`src/hw/bit_exec_pkg.sv`:
```
`default_nettype none
package bit_exec_pkg;

  localparam int PC_WIDTH = 11;
  localparam int IO_ADDR_W = 5;
  localparam int OFFSET_W = 7;

  // status register bit positions
  localparam int FLAG_C = 0;
  localparam int FLAG_Z = 1;
  localparam int FLAG_N = 2;
  localparam int FLAG_V = 3;
  localparam int FLAG_S = 4;
  localparam int FLAG_H = 5;
  localparam int FLAG_T = 6;
  localparam int FLAG_I = 7;

  localparam logic [7:0] STATUS_RESET = 8'h00;
  localparam logic [1:0] CYC_ONE = 2'h1;
  localparam logic [1:0] CYC_TWO = 2'h2;
  localparam logic [1:0] CYC_THREE = 2'h3;

  typedef enum logic [5:0] {
    OP_NOP = 6'h00,
    OP_SKIP_IO_BIT_CLEAR = 6'h01,
    OP_SKIP_IO_BIT_SET = 6'h02,
    OP_BRANCH_FLAG_INDEX_SET = 6'h03,
    OP_BRANCH_FLAG_INDEX_CLEAR = 6'h04,
    OP_BRANCH_EQUAL = 6'h05,
    OP_BRANCH_NOT_EQUAL = 6'h06,
    OP_BRANCH_CARRY_SET = 6'h07,
    OP_BRANCH_CARRY_CLEAR = 6'h08,
    OP_BRANCH_SAME_HIGHER = 6'h09,
    OP_BRANCH_LOWER = 6'h0A,
    OP_BRANCH_MINUS = 6'h0B,
    OP_BRANCH_PLUS = 6'h0C,
    OP_BRANCH_SIGNED_GE = 6'h0D,
    OP_BRANCH_SIGNED_LT = 6'h0E,
    OP_BRANCH_HALF_CARRY_SET = 6'h0F,
    OP_BRANCH_HALF_CARRY_CLEAR = 6'h10,
    OP_BRANCH_TRANSFER_SET = 6'h11,
    OP_BRANCH_TRANSFER_CLEAR = 6'h12,
    OP_BRANCH_OVERFLOW_SET = 6'h13,
    OP_BRANCH_OVERFLOW_CLEAR = 6'h14,
    OP_BRANCH_IRQ_ENABLED = 6'h15,
    OP_BRANCH_IRQ_DISABLED = 6'h16,
    OP_IO_BIT_FORCE_ONE = 6'h17,
    OP_IO_BIT_FORCE_ZERO = 6'h18,
    OP_SHIFT_LEFT_LOGICAL = 6'h19,
    OP_SHIFT_RIGHT_LOGICAL = 6'h1A,
    OP_ROTATE_LEFT_CARRY = 6'h1B,
    OP_ROTATE_RIGHT_CARRY = 6'h1C,
    OP_SHIFT_RIGHT_ARITH = 6'h1D,
    OP_NIBBLE_SWAP = 6'h1E,
    OP_FLAG_INDEX_ON = 6'h1F,
    OP_FLAG_INDEX_OFF = 6'h20,
    OP_BIT_TO_TRANSFER = 6'h21,
    OP_TRANSFER_TO_BIT = 6'h22,
    OP_CARRY_FLAG_ON = 6'h23,
    OP_CARRY_FLAG_OFF = 6'h24,
    OP_NEGATIVE_FLAG_ON = 6'h25,
    OP_NEGATIVE_FLAG_OFF = 6'h26
  } op_e;

  typedef struct packed {
    op_e op;
    logic [2:0] bit_idx;
    logic [IO_ADDR_W-1:0] io_addr;
    logic [OFFSET_W-1:0] offset;
    logic [7:0] reg_val;
    logic next_two_word;
  } instr_s;

  typedef struct packed {
    logic en;
    logic [IO_ADDR_W-1:0] addr;
    logic [7:0] data;
  } io_wr_s;

  typedef struct packed {
    logic en;
    logic [7:0] data;
  } reg_wr_s;

endpackage : bit_exec_pkg
`default_nettype wire

```
`src/hw/branch_bit_instruction_exec.sv`:
```
// What this block does
// [RQ1] skip io bit clear: skip next when io bit is zero, flags kept
// [RQ2] skip io bit set: skip next instruction when io bit is one, flags kept
// [RQ3] generic flag branch on status bit s set or clear to pc+k+1
// [RQ4] equal branch on zero one, not-equal branch on zero zero
// [RQ5] carry set and lower on carry one; carry clear, same-higher on zero
// [RQ6] minus branch on negative one, plus branch on negative zero
// [RQ7] signed greater-or-equal taken when negative xor overflow is zero
// [RQ8] signed less-than taken when negative xor overflow is one
// [RQ9] half-carry branches on half-carry one or zero, flags unchanged
// [RQ10] transfer-bit branches on transfer bit one or zero
// [RQ11] overflow branches on overflow flag one or zero
// [RQ12] interrupt enabled or disabled branches on global enable bit
// [RQ13] branch one cycle untaken, two taken; skip one, two or three
// [RQ14] io bit force one or zero in two cycles, flags untouched
// [RQ15] logical left shift, zero into bit 0, updates z c n v
// [RQ16] logical right shift, zero into bit 7, updates z c n v
// [RQ17] rotate left through carry, old bit 7 to carry
// [RQ18] rotate right through carry, old bit 0 to carry
// [RQ19] arithmetic right shift keeps bit 7, updates z c n v
// [RQ20] bit store copies register bit into transfer bit only
// [RQ21] bit load copies transfer bit into register bit, flags kept
// [RQ22] carry and negative flag set and clear touch only that flag
//
// Our own choices: the address-and-strobe port and the placing of the registers.
`default_nettype none
module branch_bit_instruction_exec
  import bit_exec_pkg::*;
#(
  parameter int PC_W = PC_WIDTH
) (
  input wire logic sys_clk_in,
  input wire logic rst_n_in,
  input wire logic instr_valid_in,
  input wire instr_s instr_in,
  input wire logic [PC_W-1:0] pc_in,
  input wire logic [7:0] io_rd_data_in,
  input wire logic status_wr_in,
  input wire logic [7:0] status_wdata_in,
  output logic ready_out,
  output logic [IO_ADDR_W-1:0] io_rd_addr_out,
  output io_wr_s io_wr_out,
  output reg_wr_s reg_wr_out,
  output logic [PC_W-1:0] pc_out,
  output logic [7:0] status_out,
  output logic [1:0] cycles_out,
  output logic done_out
);

  function automatic logic [PC_W-1:0] rel_target(
    input logic [PC_W-1:0] pc,
    input logic [OFFSET_W-1:0] k
  );
    logic [PC_W-1:0] k_ext;
    k_ext = PC_W'($signed(k));
    return PC_W'(pc + k_ext + PC_W'(1));
  endfunction : rel_target

  function automatic logic [7:0] shift_flags(
    input logic [7:0] st,
    input logic [7:0] res,
    input logic carry
  );
    logic [7:0] f;
    f = st;
    f[FLAG_Z] = (res == 8'h00);
    f[FLAG_C] = carry;
    f[FLAG_N] = res[7];
    f[FLAG_V] = res[7] ^ carry;
    return f;
  endfunction : shift_flags

  // io bit operations fetch the location combinationally
  assign io_rd_addr_out = instr_in.io_addr;

  logic [7:0] status_q;
  logic [7:0] status_d;
  logic [1:0] remain_q;
  logic [1:0] remain_d;
  logic [PC_W-1:0] pc_q;
  logic [PC_W-1:0] pc_d;
  logic [1:0] cycles_q;
  logic [1:0] cycles_d;
  logic done_q;
  logic done_d;
  reg_wr_s reg_wr_q;
  reg_wr_s reg_wr_d;
  io_wr_s io_pend_q;
  io_wr_s io_pend_d;
  io_wr_s io_wr_q;
  io_wr_s io_wr_d;

  logic accept;
  logic cond;
  logic is_branch;
  logic is_skip;
  logic io_bit;
  logic [7:0] res;
  logic io_force;
  logic io_force_one;

  assign ready_out = (remain_q == 2'h0);
  assign accept = instr_valid_in && ready_out;
  assign io_bit = io_rd_data_in[instr_in.bit_idx];
  assign io_force_one = (instr_in.op == OP_IO_BIT_FORCE_ONE);
  assign io_force = io_force_one || (instr_in.op == OP_IO_BIT_FORCE_ZERO);

  // branch and skip condition select
  always_comb begin
    cond = 1'b0;
    is_branch = 1'b1;
    is_skip = 1'b0;
    case (instr_in.op)
      OP_SKIP_IO_BIT_CLEAR: begin
        is_branch = 1'b0;
        is_skip = 1'b1;
        cond = !io_bit; // RQ1
      end
      OP_SKIP_IO_BIT_SET: begin
        is_branch = 1'b0;
        is_skip = 1'b1;
        cond = io_bit; // RQ2
      end
      OP_BRANCH_FLAG_INDEX_SET: begin
        cond = status_q[instr_in.bit_idx]; // RQ3
      end
      OP_BRANCH_FLAG_INDEX_CLEAR: begin
        cond = !status_q[instr_in.bit_idx]; // RQ3
      end
      OP_BRANCH_EQUAL: begin
        cond = status_q[FLAG_Z]; // RQ4
      end
      OP_BRANCH_NOT_EQUAL: begin
        cond = !status_q[FLAG_Z]; // RQ4
      end
      OP_BRANCH_CARRY_SET, OP_BRANCH_LOWER: begin
        cond = status_q[FLAG_C]; // RQ5
      end
      OP_BRANCH_CARRY_CLEAR, OP_BRANCH_SAME_HIGHER: begin
        cond = !status_q[FLAG_C]; // RQ5
      end
      OP_BRANCH_MINUS: begin
        cond = status_q[FLAG_N]; // RQ6
      end
      OP_BRANCH_PLUS: begin
        cond = !status_q[FLAG_N]; // RQ6
      end
      OP_BRANCH_SIGNED_GE: begin
        cond = !(status_q[FLAG_N] ^ status_q[FLAG_V]); // RQ7
      end
      OP_BRANCH_SIGNED_LT: begin
        cond = status_q[FLAG_N] ^ status_q[FLAG_V]; // RQ8
      end
      OP_BRANCH_HALF_CARRY_SET: begin
        cond = status_q[FLAG_H]; // RQ9
      end
      OP_BRANCH_HALF_CARRY_CLEAR: begin
        cond = !status_q[FLAG_H]; // RQ9
      end
      OP_BRANCH_TRANSFER_SET: begin
        cond = status_q[FLAG_T]; // RQ10
      end
      OP_BRANCH_TRANSFER_CLEAR: begin
        cond = !status_q[FLAG_T]; // RQ10
      end
      OP_BRANCH_OVERFLOW_SET: begin
        cond = status_q[FLAG_V]; // RQ11
      end
      OP_BRANCH_OVERFLOW_CLEAR: begin
        cond = !status_q[FLAG_V]; // RQ11
      end
      OP_BRANCH_IRQ_ENABLED: begin
        cond = status_q[FLAG_I]; // RQ12
      end
      OP_BRANCH_IRQ_DISABLED: begin
        cond = !status_q[FLAG_I]; // RQ12
      end
      default: begin
        is_branch = 1'b0;
      end
    endcase
  end

  // next state of flags, pc, results and cycle count
  always_comb begin
    status_d = status_q;
    remain_d = remain_q;
    pc_d = pc_q;
    cycles_d = cycles_q;
    done_d = 1'b0;
    reg_wr_d = '0;
    res = instr_in.reg_val;
    // a flag-changing op accepted in this cycle overrides the load
    if (status_wr_in) begin
      status_d = status_wdata_in;
    end
    if (remain_q != 2'h0) begin
      remain_d = remain_q - 2'h1;
      done_d = (remain_q == 2'h1);
    end else if (accept) begin
      pc_d = PC_W'(pc_in + PC_W'(1));
      cycles_d = CYC_ONE;
      if (is_branch) begin
        if (cond) begin
          pc_d = rel_target(pc_in, instr_in.offset); // RQ3
          cycles_d = CYC_TWO; // RQ13
        end
      end else if (is_skip) begin
        if (cond && instr_in.next_two_word) begin
          pc_d = PC_W'(pc_in + PC_W'(3)); // RQ1
          cycles_d = CYC_THREE; // RQ13
        end else if (cond) begin
          pc_d = PC_W'(pc_in + PC_W'(2)); // RQ2
          cycles_d = CYC_TWO; // RQ13
        end
      end else begin
        case (instr_in.op)
          OP_IO_BIT_FORCE_ONE, OP_IO_BIT_FORCE_ZERO: begin
            cycles_d = CYC_TWO; // RQ14
          end
          OP_SHIFT_LEFT_LOGICAL: begin
            res = {instr_in.reg_val[6:0], 1'b0}; // RQ15
            status_d = shift_flags(status_q, res, instr_in.reg_val[7]);
            reg_wr_d = '{en: 1'b1, data: res};
          end
          OP_SHIFT_RIGHT_LOGICAL: begin
            res = {1'b0, instr_in.reg_val[7:1]}; // RQ16
            status_d = shift_flags(status_q, res, instr_in.reg_val[0]);
            reg_wr_d = '{en: 1'b1, data: res};
          end
          OP_ROTATE_LEFT_CARRY: begin
            res = {instr_in.reg_val[6:0], status_q[FLAG_C]}; // RQ17
            status_d = shift_flags(status_q, res, instr_in.reg_val[7]);
            reg_wr_d = '{en: 1'b1, data: res};
          end
          OP_ROTATE_RIGHT_CARRY: begin
            res = {status_q[FLAG_C], instr_in.reg_val[7:1]}; // RQ18
            status_d = shift_flags(status_q, res, instr_in.reg_val[0]);
            reg_wr_d = '{en: 1'b1, data: res};
          end
          OP_SHIFT_RIGHT_ARITH: begin
            res = {instr_in.reg_val[7], instr_in.reg_val[7:1]}; // RQ19
            status_d = shift_flags(status_q, res, instr_in.reg_val[0]);
            reg_wr_d = '{en: 1'b1, data: res};
          end
          OP_NIBBLE_SWAP: begin
            res = {instr_in.reg_val[3:0], instr_in.reg_val[7:4]};
            reg_wr_d = '{en: 1'b1, data: res};
          end
          OP_FLAG_INDEX_ON: begin
            status_d = status_q;
            status_d[instr_in.bit_idx] = 1'b1;
          end
          OP_FLAG_INDEX_OFF: begin
            status_d = status_q;
            status_d[instr_in.bit_idx] = 1'b0;
          end
          OP_BIT_TO_TRANSFER: begin
            status_d = status_q;
            status_d[FLAG_T] = instr_in.reg_val[instr_in.bit_idx]; // RQ20
          end
          OP_TRANSFER_TO_BIT: begin
            res[instr_in.bit_idx] = status_q[FLAG_T]; // RQ21
            reg_wr_d = '{en: 1'b1, data: res};
          end
          OP_CARRY_FLAG_ON: begin
            status_d = status_q;
            status_d[FLAG_C] = 1'b1; // RQ22
          end
          OP_CARRY_FLAG_OFF: begin
            status_d = status_q;
            status_d[FLAG_C] = 1'b0; // RQ22
          end
          OP_NEGATIVE_FLAG_ON: begin
            status_d = status_q;
            status_d[FLAG_N] = 1'b1; // RQ22
          end
          OP_NEGATIVE_FLAG_OFF: begin
            status_d = status_q;
            status_d[FLAG_N] = 1'b0; // RQ22
          end
          default: begin
            res = instr_in.reg_val;
          end
        endcase
      end
      // one cycle spent now, the rest held off with ready low
      remain_d = cycles_d - 2'h1; // RQ13
      done_d = (cycles_d == CYC_ONE);
    end
  end

  // io write group: byte read at accept, queued during the stall, written out on io_wr_out the cycle after it
  always_comb begin
    io_pend_d = io_pend_q;
    io_wr_d = '0;
    if (remain_q != 2'h0) begin
      if (io_pend_q.en) begin
        io_wr_d = io_pend_q;
        io_pend_d = '0;
      end
    end else if (accept && io_force) begin
      io_pend_d.en = 1'b1;
      io_pend_d.addr = instr_in.io_addr;
      io_pend_d.data = io_rd_data_in;
      io_pend_d.data[instr_in.bit_idx] = io_force_one; // RQ14
    end
  end

  always_ff @(posedge sys_clk_in or negedge rst_n_in) begin
    if (!rst_n_in) begin
      status_q <= STATUS_RESET;
    end else begin
      status_q <= status_d;
    end
  end

  always_ff @(posedge sys_clk_in or negedge rst_n_in) begin
    if (!rst_n_in) begin
      pc_q <= '0;
    end else begin
      pc_q <= pc_d;
    end
  end

  always_ff @(posedge sys_clk_in or negedge rst_n_in) begin
    if (!rst_n_in) begin
      remain_q <= 2'h0;
    end else begin
      remain_q <= remain_d;
    end
  end

  always_ff @(posedge sys_clk_in or negedge rst_n_in) begin
    if (!rst_n_in) begin
      cycles_q <= 2'h0;
    end else begin
      cycles_q <= cycles_d;
    end
  end

  always_ff @(posedge sys_clk_in or negedge rst_n_in) begin
    if (!rst_n_in) begin
      done_q <= 1'b0;
    end else begin
      done_q <= done_d;
    end
  end

  always_ff @(posedge sys_clk_in or negedge rst_n_in) begin
    if (!rst_n_in) begin
      reg_wr_q <= '0;
    end else begin
      reg_wr_q <= reg_wr_d;
    end
  end

  always_ff @(posedge sys_clk_in or negedge rst_n_in) begin
    if (!rst_n_in) begin
      io_pend_q <= '0;
      io_wr_q <= '0;
    end else begin
      io_pend_q <= io_pend_d;
      io_wr_q <= io_wr_d;
    end
  end

  assign status_out = status_q;
  assign pc_out = pc_q;
  assign cycles_out = cycles_q;
  assign done_out = done_q;
  assign reg_wr_out = reg_wr_q;
  assign io_wr_out = io_wr_q;

endmodule : branch_bit_instruction_exec
`default_nettype wire

```
`config.mk`:
```
export PLATFORM = sky130hd
export DESIGN_NAME = branch_bit_instruction_exec
export DESIGN_NICKNAME = d
export VERILOG_FILES = /design/src/hw/bit_exec_pkg.sv /design/src/hw/branch_bit_instruction_exec.sv
export SDC_FILE = /design/constraint.sdc
export NUM_CORES = 1
export LEC_CHECK = 0
export BUFFER_PORTS_ARGS = -buffer_cell sky130_fd_sc_hd__buf_4
export CELL_PAD_IN_SITES_DETAIL_PLACEMENT = 0
export CELL_PAD_IN_SITES_GLOBAL_PLACEMENT = 1
export CORE_MARGIN = 10
export CORE_UTILIZATION = 43
export CTS_CLUSTER_DIAMETER = 60
export CTS_CLUSTER_SIZE = 30
export DETAILED_ROUTE_END_ITERATION = 8
export PLACE_DENSITY_LB_ADDON = 0.1
export SLEW_MARGIN = 20
export SYNTH_ARGS = -nofsm -noshare
export SYNTH_HDL_FRONTEND = slang
export SYNTH_SLANG_ARGS = --single-unit
export TNS_END_PERCENT = 30
```
`constraint.sdc`:
```
create_clock -name sys_clk_in -period 6.8 [get_ports sys_clk_in]
set_clock_uncertainty 0.15 [all_clocks]
set_input_delay 1.02 -clock sys_clk_in [delete_from_list [all_inputs] [get_ports sys_clk_in]]
set_output_delay 1.02 -clock sys_clk_in [all_outputs]
set_load 0.02 [all_outputs]
```
==> qor.yml, run 1 <==
leakage_uw: 0.00269
period_minus_slack_ns: 3.98
stdcell_count: 821
syn-cell-area_sq_um: 4800
synthAdderAreaFrac: 0.0432
yosysMostFrequentCell: "nand2_1"
yosys-top-cells-count: "nand2_1 (74), dfrtp_1 (61), nor2_1 (54), a21oi_1 (51), clkbuf_1 (34)"
cts_buffer_depth: 2
finalHoldViolations: 0
path_clk_slew_ns: 0.08
antenna_found_initial: 0
hp-class: "reg -> reg"
n_fill_cell: 1064
grt_overflow: 0
cts_resized: 0
synthCells: 599
hold_buffers: 0
maxSlewViolCount: 0
drc_errors: 0
power_uw: 1340
clkPwrFrac: 0.250
synth_compound_area_frac: 0.240
start_kind: "input port"
async_reset_ff_frac: 1.00
cts_tree: "yes"
status: "finished, final reports clean"
grt_max_degree: 62
start_util: 0.441
internal_power_uw: 823
synth_nets: 676
grt_pass1_wl_mm: 24.0
syn_avg_cell_area_sq_um: 8.02
ir_drop_mv: 0.118
worst_pin_slew_ns: 0.965
yosys.area.top_type: "dfrtp_1"
grtUsageTotal: 0.180
relSlewSlack: 0.357
grt_setup_unrepaired: "no"
cts_setup_buffers: 0
port_buffers: 111
worstSetupPathType: "in -> reg"
dpl.hpwl_mm: 11.2
htree_levels: 3
multi_input_comb_area_sq_um: 2990
synth_top_family_by_area: "compound AO/OA/AOI/OAI gates"
die_w_um: 126
wl_mm: 14.8
p_per_area_nw_per_um2: 231
synth_top_area_share: 0.318
dp_cells: 805
netSwitchingFraction: 0.388
clkSinkCount: 61
first_pass_iters: 5
fmax_mhz: 251
antenna_cells: 0
wl_per_cell_um: 18.0
yosysWarnings: 0
crit_path_end_kind: "register"
synth-xor-area-share: 0.0438
clock_latency_ns: 0.35
setup_viol_count_final: 0
fin_nets: 753
finalCritPeriodShare: 0.585
pwr-share-seq: 0.382
tns_ns: 0
viasPerCell: 5.78
cp_data_required_time_ns: 6.87
die_y_um: 126
die-area_sq_um: 15800
cts_buffers: 9
combPwrFrac: 0.368
root_buffer: "clkbuf_8"
synth.yosys.seq_area_share: 0.318
grt_pass1_vias: 4617
via_count: 4748
synth_edf_count: 0
drive_gt1_frac: 0.206
synth-seq-cells: 61
drt_iter0_drc: 476
synth_cell_types: 63
muxShareOfSynthArea: 0.0753
syn_to_final_growth_pct: 21.3
ios: 112
maxCapViolCount: 0
synth_flop_cell: "dfrtp_1"
cp.arrival_ns: 4.05
ant_nets: 0
power.switching_uw: 521
gp_congestion: 0.954
regArea_sq_um: 1530
num_rows: 38
synth-simple-area-share: 0.220
crit_path_max_fanout: 26
synth_area_leaders: "dfrtp_1 (32%), mux2i_1 (6.0%), nand2_1 (5.8%)"
core-area_sq_um: 10900
## power by group through the flow
stage                     logic, uW  clock network, uW  registers, uW
after floorplan                 264                  0            553
after global placement          493                  0            520
after detailed placement        497                  0            523
after CTS                       500                347            516
after global routing            550                360            526
final                           495                336            513
## worst max-delay path, cell delays in order
cell and delay (ns):
buf_4 0.19, mux2_4 0.32, a221o_1 0.36, a221oi_2 0.31
mux2i_1 0.16, or4_1 0.94, a21oi_1 0.36, ha_1 0.27
nand2_1 0.06, o21ai_0 0.06
## sequential cells by signal, summed over array words and instances (netlist names)
name,count
cycles_out,2
reg_wr_out,9
pc_out,11
status_out,8
done_out,1
io_wr_out,14
remain_q,2
io_pend_q,14
## cells by family (layout without fill, tap and decap cells)
family          count (synthesis)  after routing
buf+inv                        68            150
simple gates                  222            222
flops                          61             61
compound gates                174            174
fa+ha+maj                      16             16
mux                            34             34
xor+xnor                       24             24
## layout make-up
| type | instances | share of cell area |
|---|---|---|
| repair buffers | 113 | 0.146 |
| clock buffers | 9 | 0.0213 |
| clock inverters | 7 | 0.0135 |
| multi-input cells | 470 | 0.514 |
| well taps | 140 | 0.0301 |
| flip-flops and latches | 61 | 0.262 |
| inverters | 21 | 0.0135 |
## placed cells by master, fill, tap and decap left out, drive strengths merged, types with 3 or more instances in the layout
cell type	Yosys	final
or3	4	4
a21o	7	7
nand2b	6	6
nand3b	7	7
o211ai	6	6
nor4	4	4
nor3	13	13
o31ai	10	10
buf	13	113
ha	15	15
clkinv	1	4
mux2	4	4
a221o	5	5
a22oi	12	12
nand2	74	74
o221ai	8	8
xnor2	14	14
nor2	54	54
dfrtp	61	61
a21oi	51	51
and3	16	16
a211oi	3	3
o2111ai	3	3
o32ai	3	3
nand3	11	11
inv	20	23
o21ai	36	36
nor2b	13	13
and2	4	4
nand4	7	7
nor3b	3	3
mux2i	29	29
clkbuf	34	9
xor2	10	10
o22ai	7	7
## metrics by stage
stage	area, sq um	hold slack [ns]	setup WS (ns)	utilization
finish	5830	0.320	2.82	0.535
global route	5830	0.351	2.65	0.535
CTS	5830	0.323	2.85	0.535
detailed placement	5620	0.312	2.48	0.516
global placement	5620	0.302	2.56	0.516
floorplan	4800	0.285	3.08	-
## layer usage
layer | global-route usage | part of all wire
met3 | 0.0369 | 0.072
met2 | 0.273 | 0.45
met4 | 0.0522 | 0.012
met1 | 0.251 | 0.47
met5 | 0 | 0
## worst paths after layout
kind	from	endpoint	slack [ns]	cells after the start
min in group asynchronous	rst_n_in	io_wr_out[9]$_DFF_PN0_	0.58	1
max	instr_in[22]	remain_q[1]$_DFFE_PN0P_	2.82	10
max reg2reg	remain_q[1]$_DFFE_PN0P_	status_out[3]$_DFFE_PN0P_	3.03	7
min	remain_q[0]$_DFFE_PN0P_	remain_q[0]$_DFFE_PN0P_	0.32	1
max in group asynchronous	rst_n_in	reg_wr_out[8]$_DFF_PN0_	5.41	1
min reg2reg	remain_q[0]$_DFFE_PN0P_	remain_q[0]$_DFFE_PN0P_	0.32	1
(Power assumes the default switching activity.)
==> run 2: changes to the inputs <==
--- a/config.mk
+++ b/config.mk
@@ -9,7 +9,7 @@
 export CELL_PAD_IN_SITES_DETAIL_PLACEMENT = 0
 export CELL_PAD_IN_SITES_GLOBAL_PLACEMENT = 1
 export CORE_MARGIN = 10
-export CORE_UTILIZATION = 43
+export CORE_UTILIZATION = 36
 export CTS_CLUSTER_DIAMETER = 60
 export CTS_CLUSTER_SIZE = 30
 export DETAILED_ROUTE_END_ITERATION = 8
==> constraint.sdc (replaced) <==
create_clock -name sys_clk_in -period 3.45 [get_ports sys_clk_in]
set_clock_uncertainty 0.15 [all_clocks]
set_input_delay 0.5175 -clock sys_clk_in [delete_from_list [all_inputs] [get_ports sys_clk_in]]
set_output_delay 0.5175 -clock sys_clk_in [all_outputs]
set_load 0.02 [all_outputs]
==> qor.yml, run 2 (same netlist as run 1, synthesis figures left out) <==
syn_to_final_growth_pct: 27.3
start_kind: "input port"
cts_buffers: 9
rr_worst_depth: 9
maxCapViolCount: 0
p_per_area_nw_per_um2: 484
grt_max_degree: 62
grt_pass1_vias: 4659
via_count: 4835
num_rows: 42
clkSinkCount: 61
cts_tree: "yes"
hp-class: "in -> async"
dp_cells: 858
die_w_um: 136
start_util: 0.366
setup_viol_count_final: 0
ir_drop_mv: 0.253
worst_pin_slew_ns: 0.985
tns_ns: 0
cp_slowest_stage_delay_ns: 0.65
antenna_found_initial: 0
grtUsageTotal: 0.165
root_buffer: "clkbuf_16"
cp_slowest_cell: "or4_1"
antenna_cells: 0
cp.arrival_ns: 3.14
wl_per_cell_um: 17.8
reg2reg_to: "pc_out[3]$_DFFE_PN0P_"
cp-endpoint: "pc_out[3]$_DFFE_PN0P_"
pre_cts_ws_ns: 0.0520
wl_mm: 15.6
cp_common_cell: "buf_4"
cts_setup_buffers: 0
status: "finished, final reports clean"
finalCritPeriodShare: 0.885
n_fill_cell: 1348
ant_nets: 0
final_cell_mix: "buf_4 (129), nand2_1 (74), dfrtp_1 (61)"
die-area_sq_um: 18400
startpoint: "instr_in[22]"
relSlewSlack: 0.343
hold_buffers: 0
port_buffers: 111
finalHoldViolations: 0
grt_overflow: 0
power_uw: 2960
cts_resized: 0
maxSlewViolCount: 0
fin_ws_ns: 0.396
crit_path_end_kind: "register"
cts_buffer_depth: 2
r2r_slack_ns: 0.49
final_common_cell: "buf_4"
drive_gt1_frac: 0.225
dpl.hpwl_mm: 12.0
grt_setup_unrepaired: "no"
htree_levels: 3
critical_path.cell_chain: "buf_4, buf_4, nor2b_1, a221o_1, a221oi_2, mux2i_1, or4_1, buf_12, o41ai_2, a21oi_1, o31ai_2"
worstSetupPathType: "in -> reg"
grt_pass1_wl_mm: 24.7
drt_iter0_drc: 478
fin_nets: 770
period_minus_slack_ns: 3.05
viasPerCell: 5.53
leakage_uw: 0.00282
fmax_mhz: 327
gp_congestion: 0.872
ios: 112
clock_latency_ns: 0.33
first_pass_iters: 5
path_clk_slew_ns: 0.06
core-area_sq_um: 13100
r2r_start: "status_out[5]$_DFFE_PN0P_"
stdcell_count: 874
drc_errors: 0
cp_data_required_time_ns: 3.54
die_y_um: 136
crit_path_max_fanout: 24
## run 2: cell types whose count changed in the layout (fill, tap and decap cells not counted), sizes merged
| cell | before | now |
|---|---|---|
| buf | 113 | 130 |
| clkinv | 4 | 3 |
| clkinvlp | 0 | 1 |
## run 2: routing by layer
metal / GRT usage / part of all wire / vias to the layer above / wire length, um
li1: - / - / 2363 / -
met1: 0.234 / 0.50 / 2316 / 7770
met2: 0.249 / 0.44 / 149 / 6800
met3: 0.0345 / 0.056 / 7 / 875
met4: 0.0383 / 0.0076 / 0 / 119
met5: 0 / 0 / - / 0
## run 2: power breakdown
group | internal (uW) | switching, uW
combinational | 421 | 599
sequential | 885 | 126
clock | 569 | 357
total | 1880 | 1080
## run 2: area by class of cell
type,count,area (sq um),area share
clock buffer,9,225,0.0368
clock inverter,7,81.3,0.0133
inverter,21,78.8,0.0129
multi-input combinational,470,2990,0.490
sequential,61,1530,0.250
tap,176,220,0.0360
timing repair buffer,130,988,0.162
## run 2: critical path, delay by kind of cell
kind,cells,cell delay [ns]
compound gates,5,1.16
buf+inv,3,0.51
mux,1,0.14
simple gates,2,0.81
## run 2: worst min path at each step
stage / from / to / cells after the start
after floorplan: rst_n_in / cycles_out[0]$_DFFE_PN0P_ / 0
after global placement: io_pend_q[2]$_DFFE_PN0P_ / io_pend_q[2]$_DFFE_PN0P_ / 2
after detailed placement: remain_q[0]$_DFFE_PN0P_ / remain_q[0]$_DFFE_PN0P_ / 1
after CTS: rst_n_in / io_wr_out[10]$_DFF_PN0_ / 1
after global routing: rst_n_in / io_wr_out[10]$_DFF_PN0_ / 1
final: rst_n_in / io_pend_q[11]$_DFFE_PN0P_ / 1
## run 2: stage by stage
stage	hold slack (ns)	utilization	cell area [sq um]
detailed placement	0.309	0.442	5810
global placement	0.302	0.442	5810
global route	0.178	0.465	6110
CTS	0.149	0.465	6110
floorplan	0.0719	-	4800
finish	0.113	0.465	6110
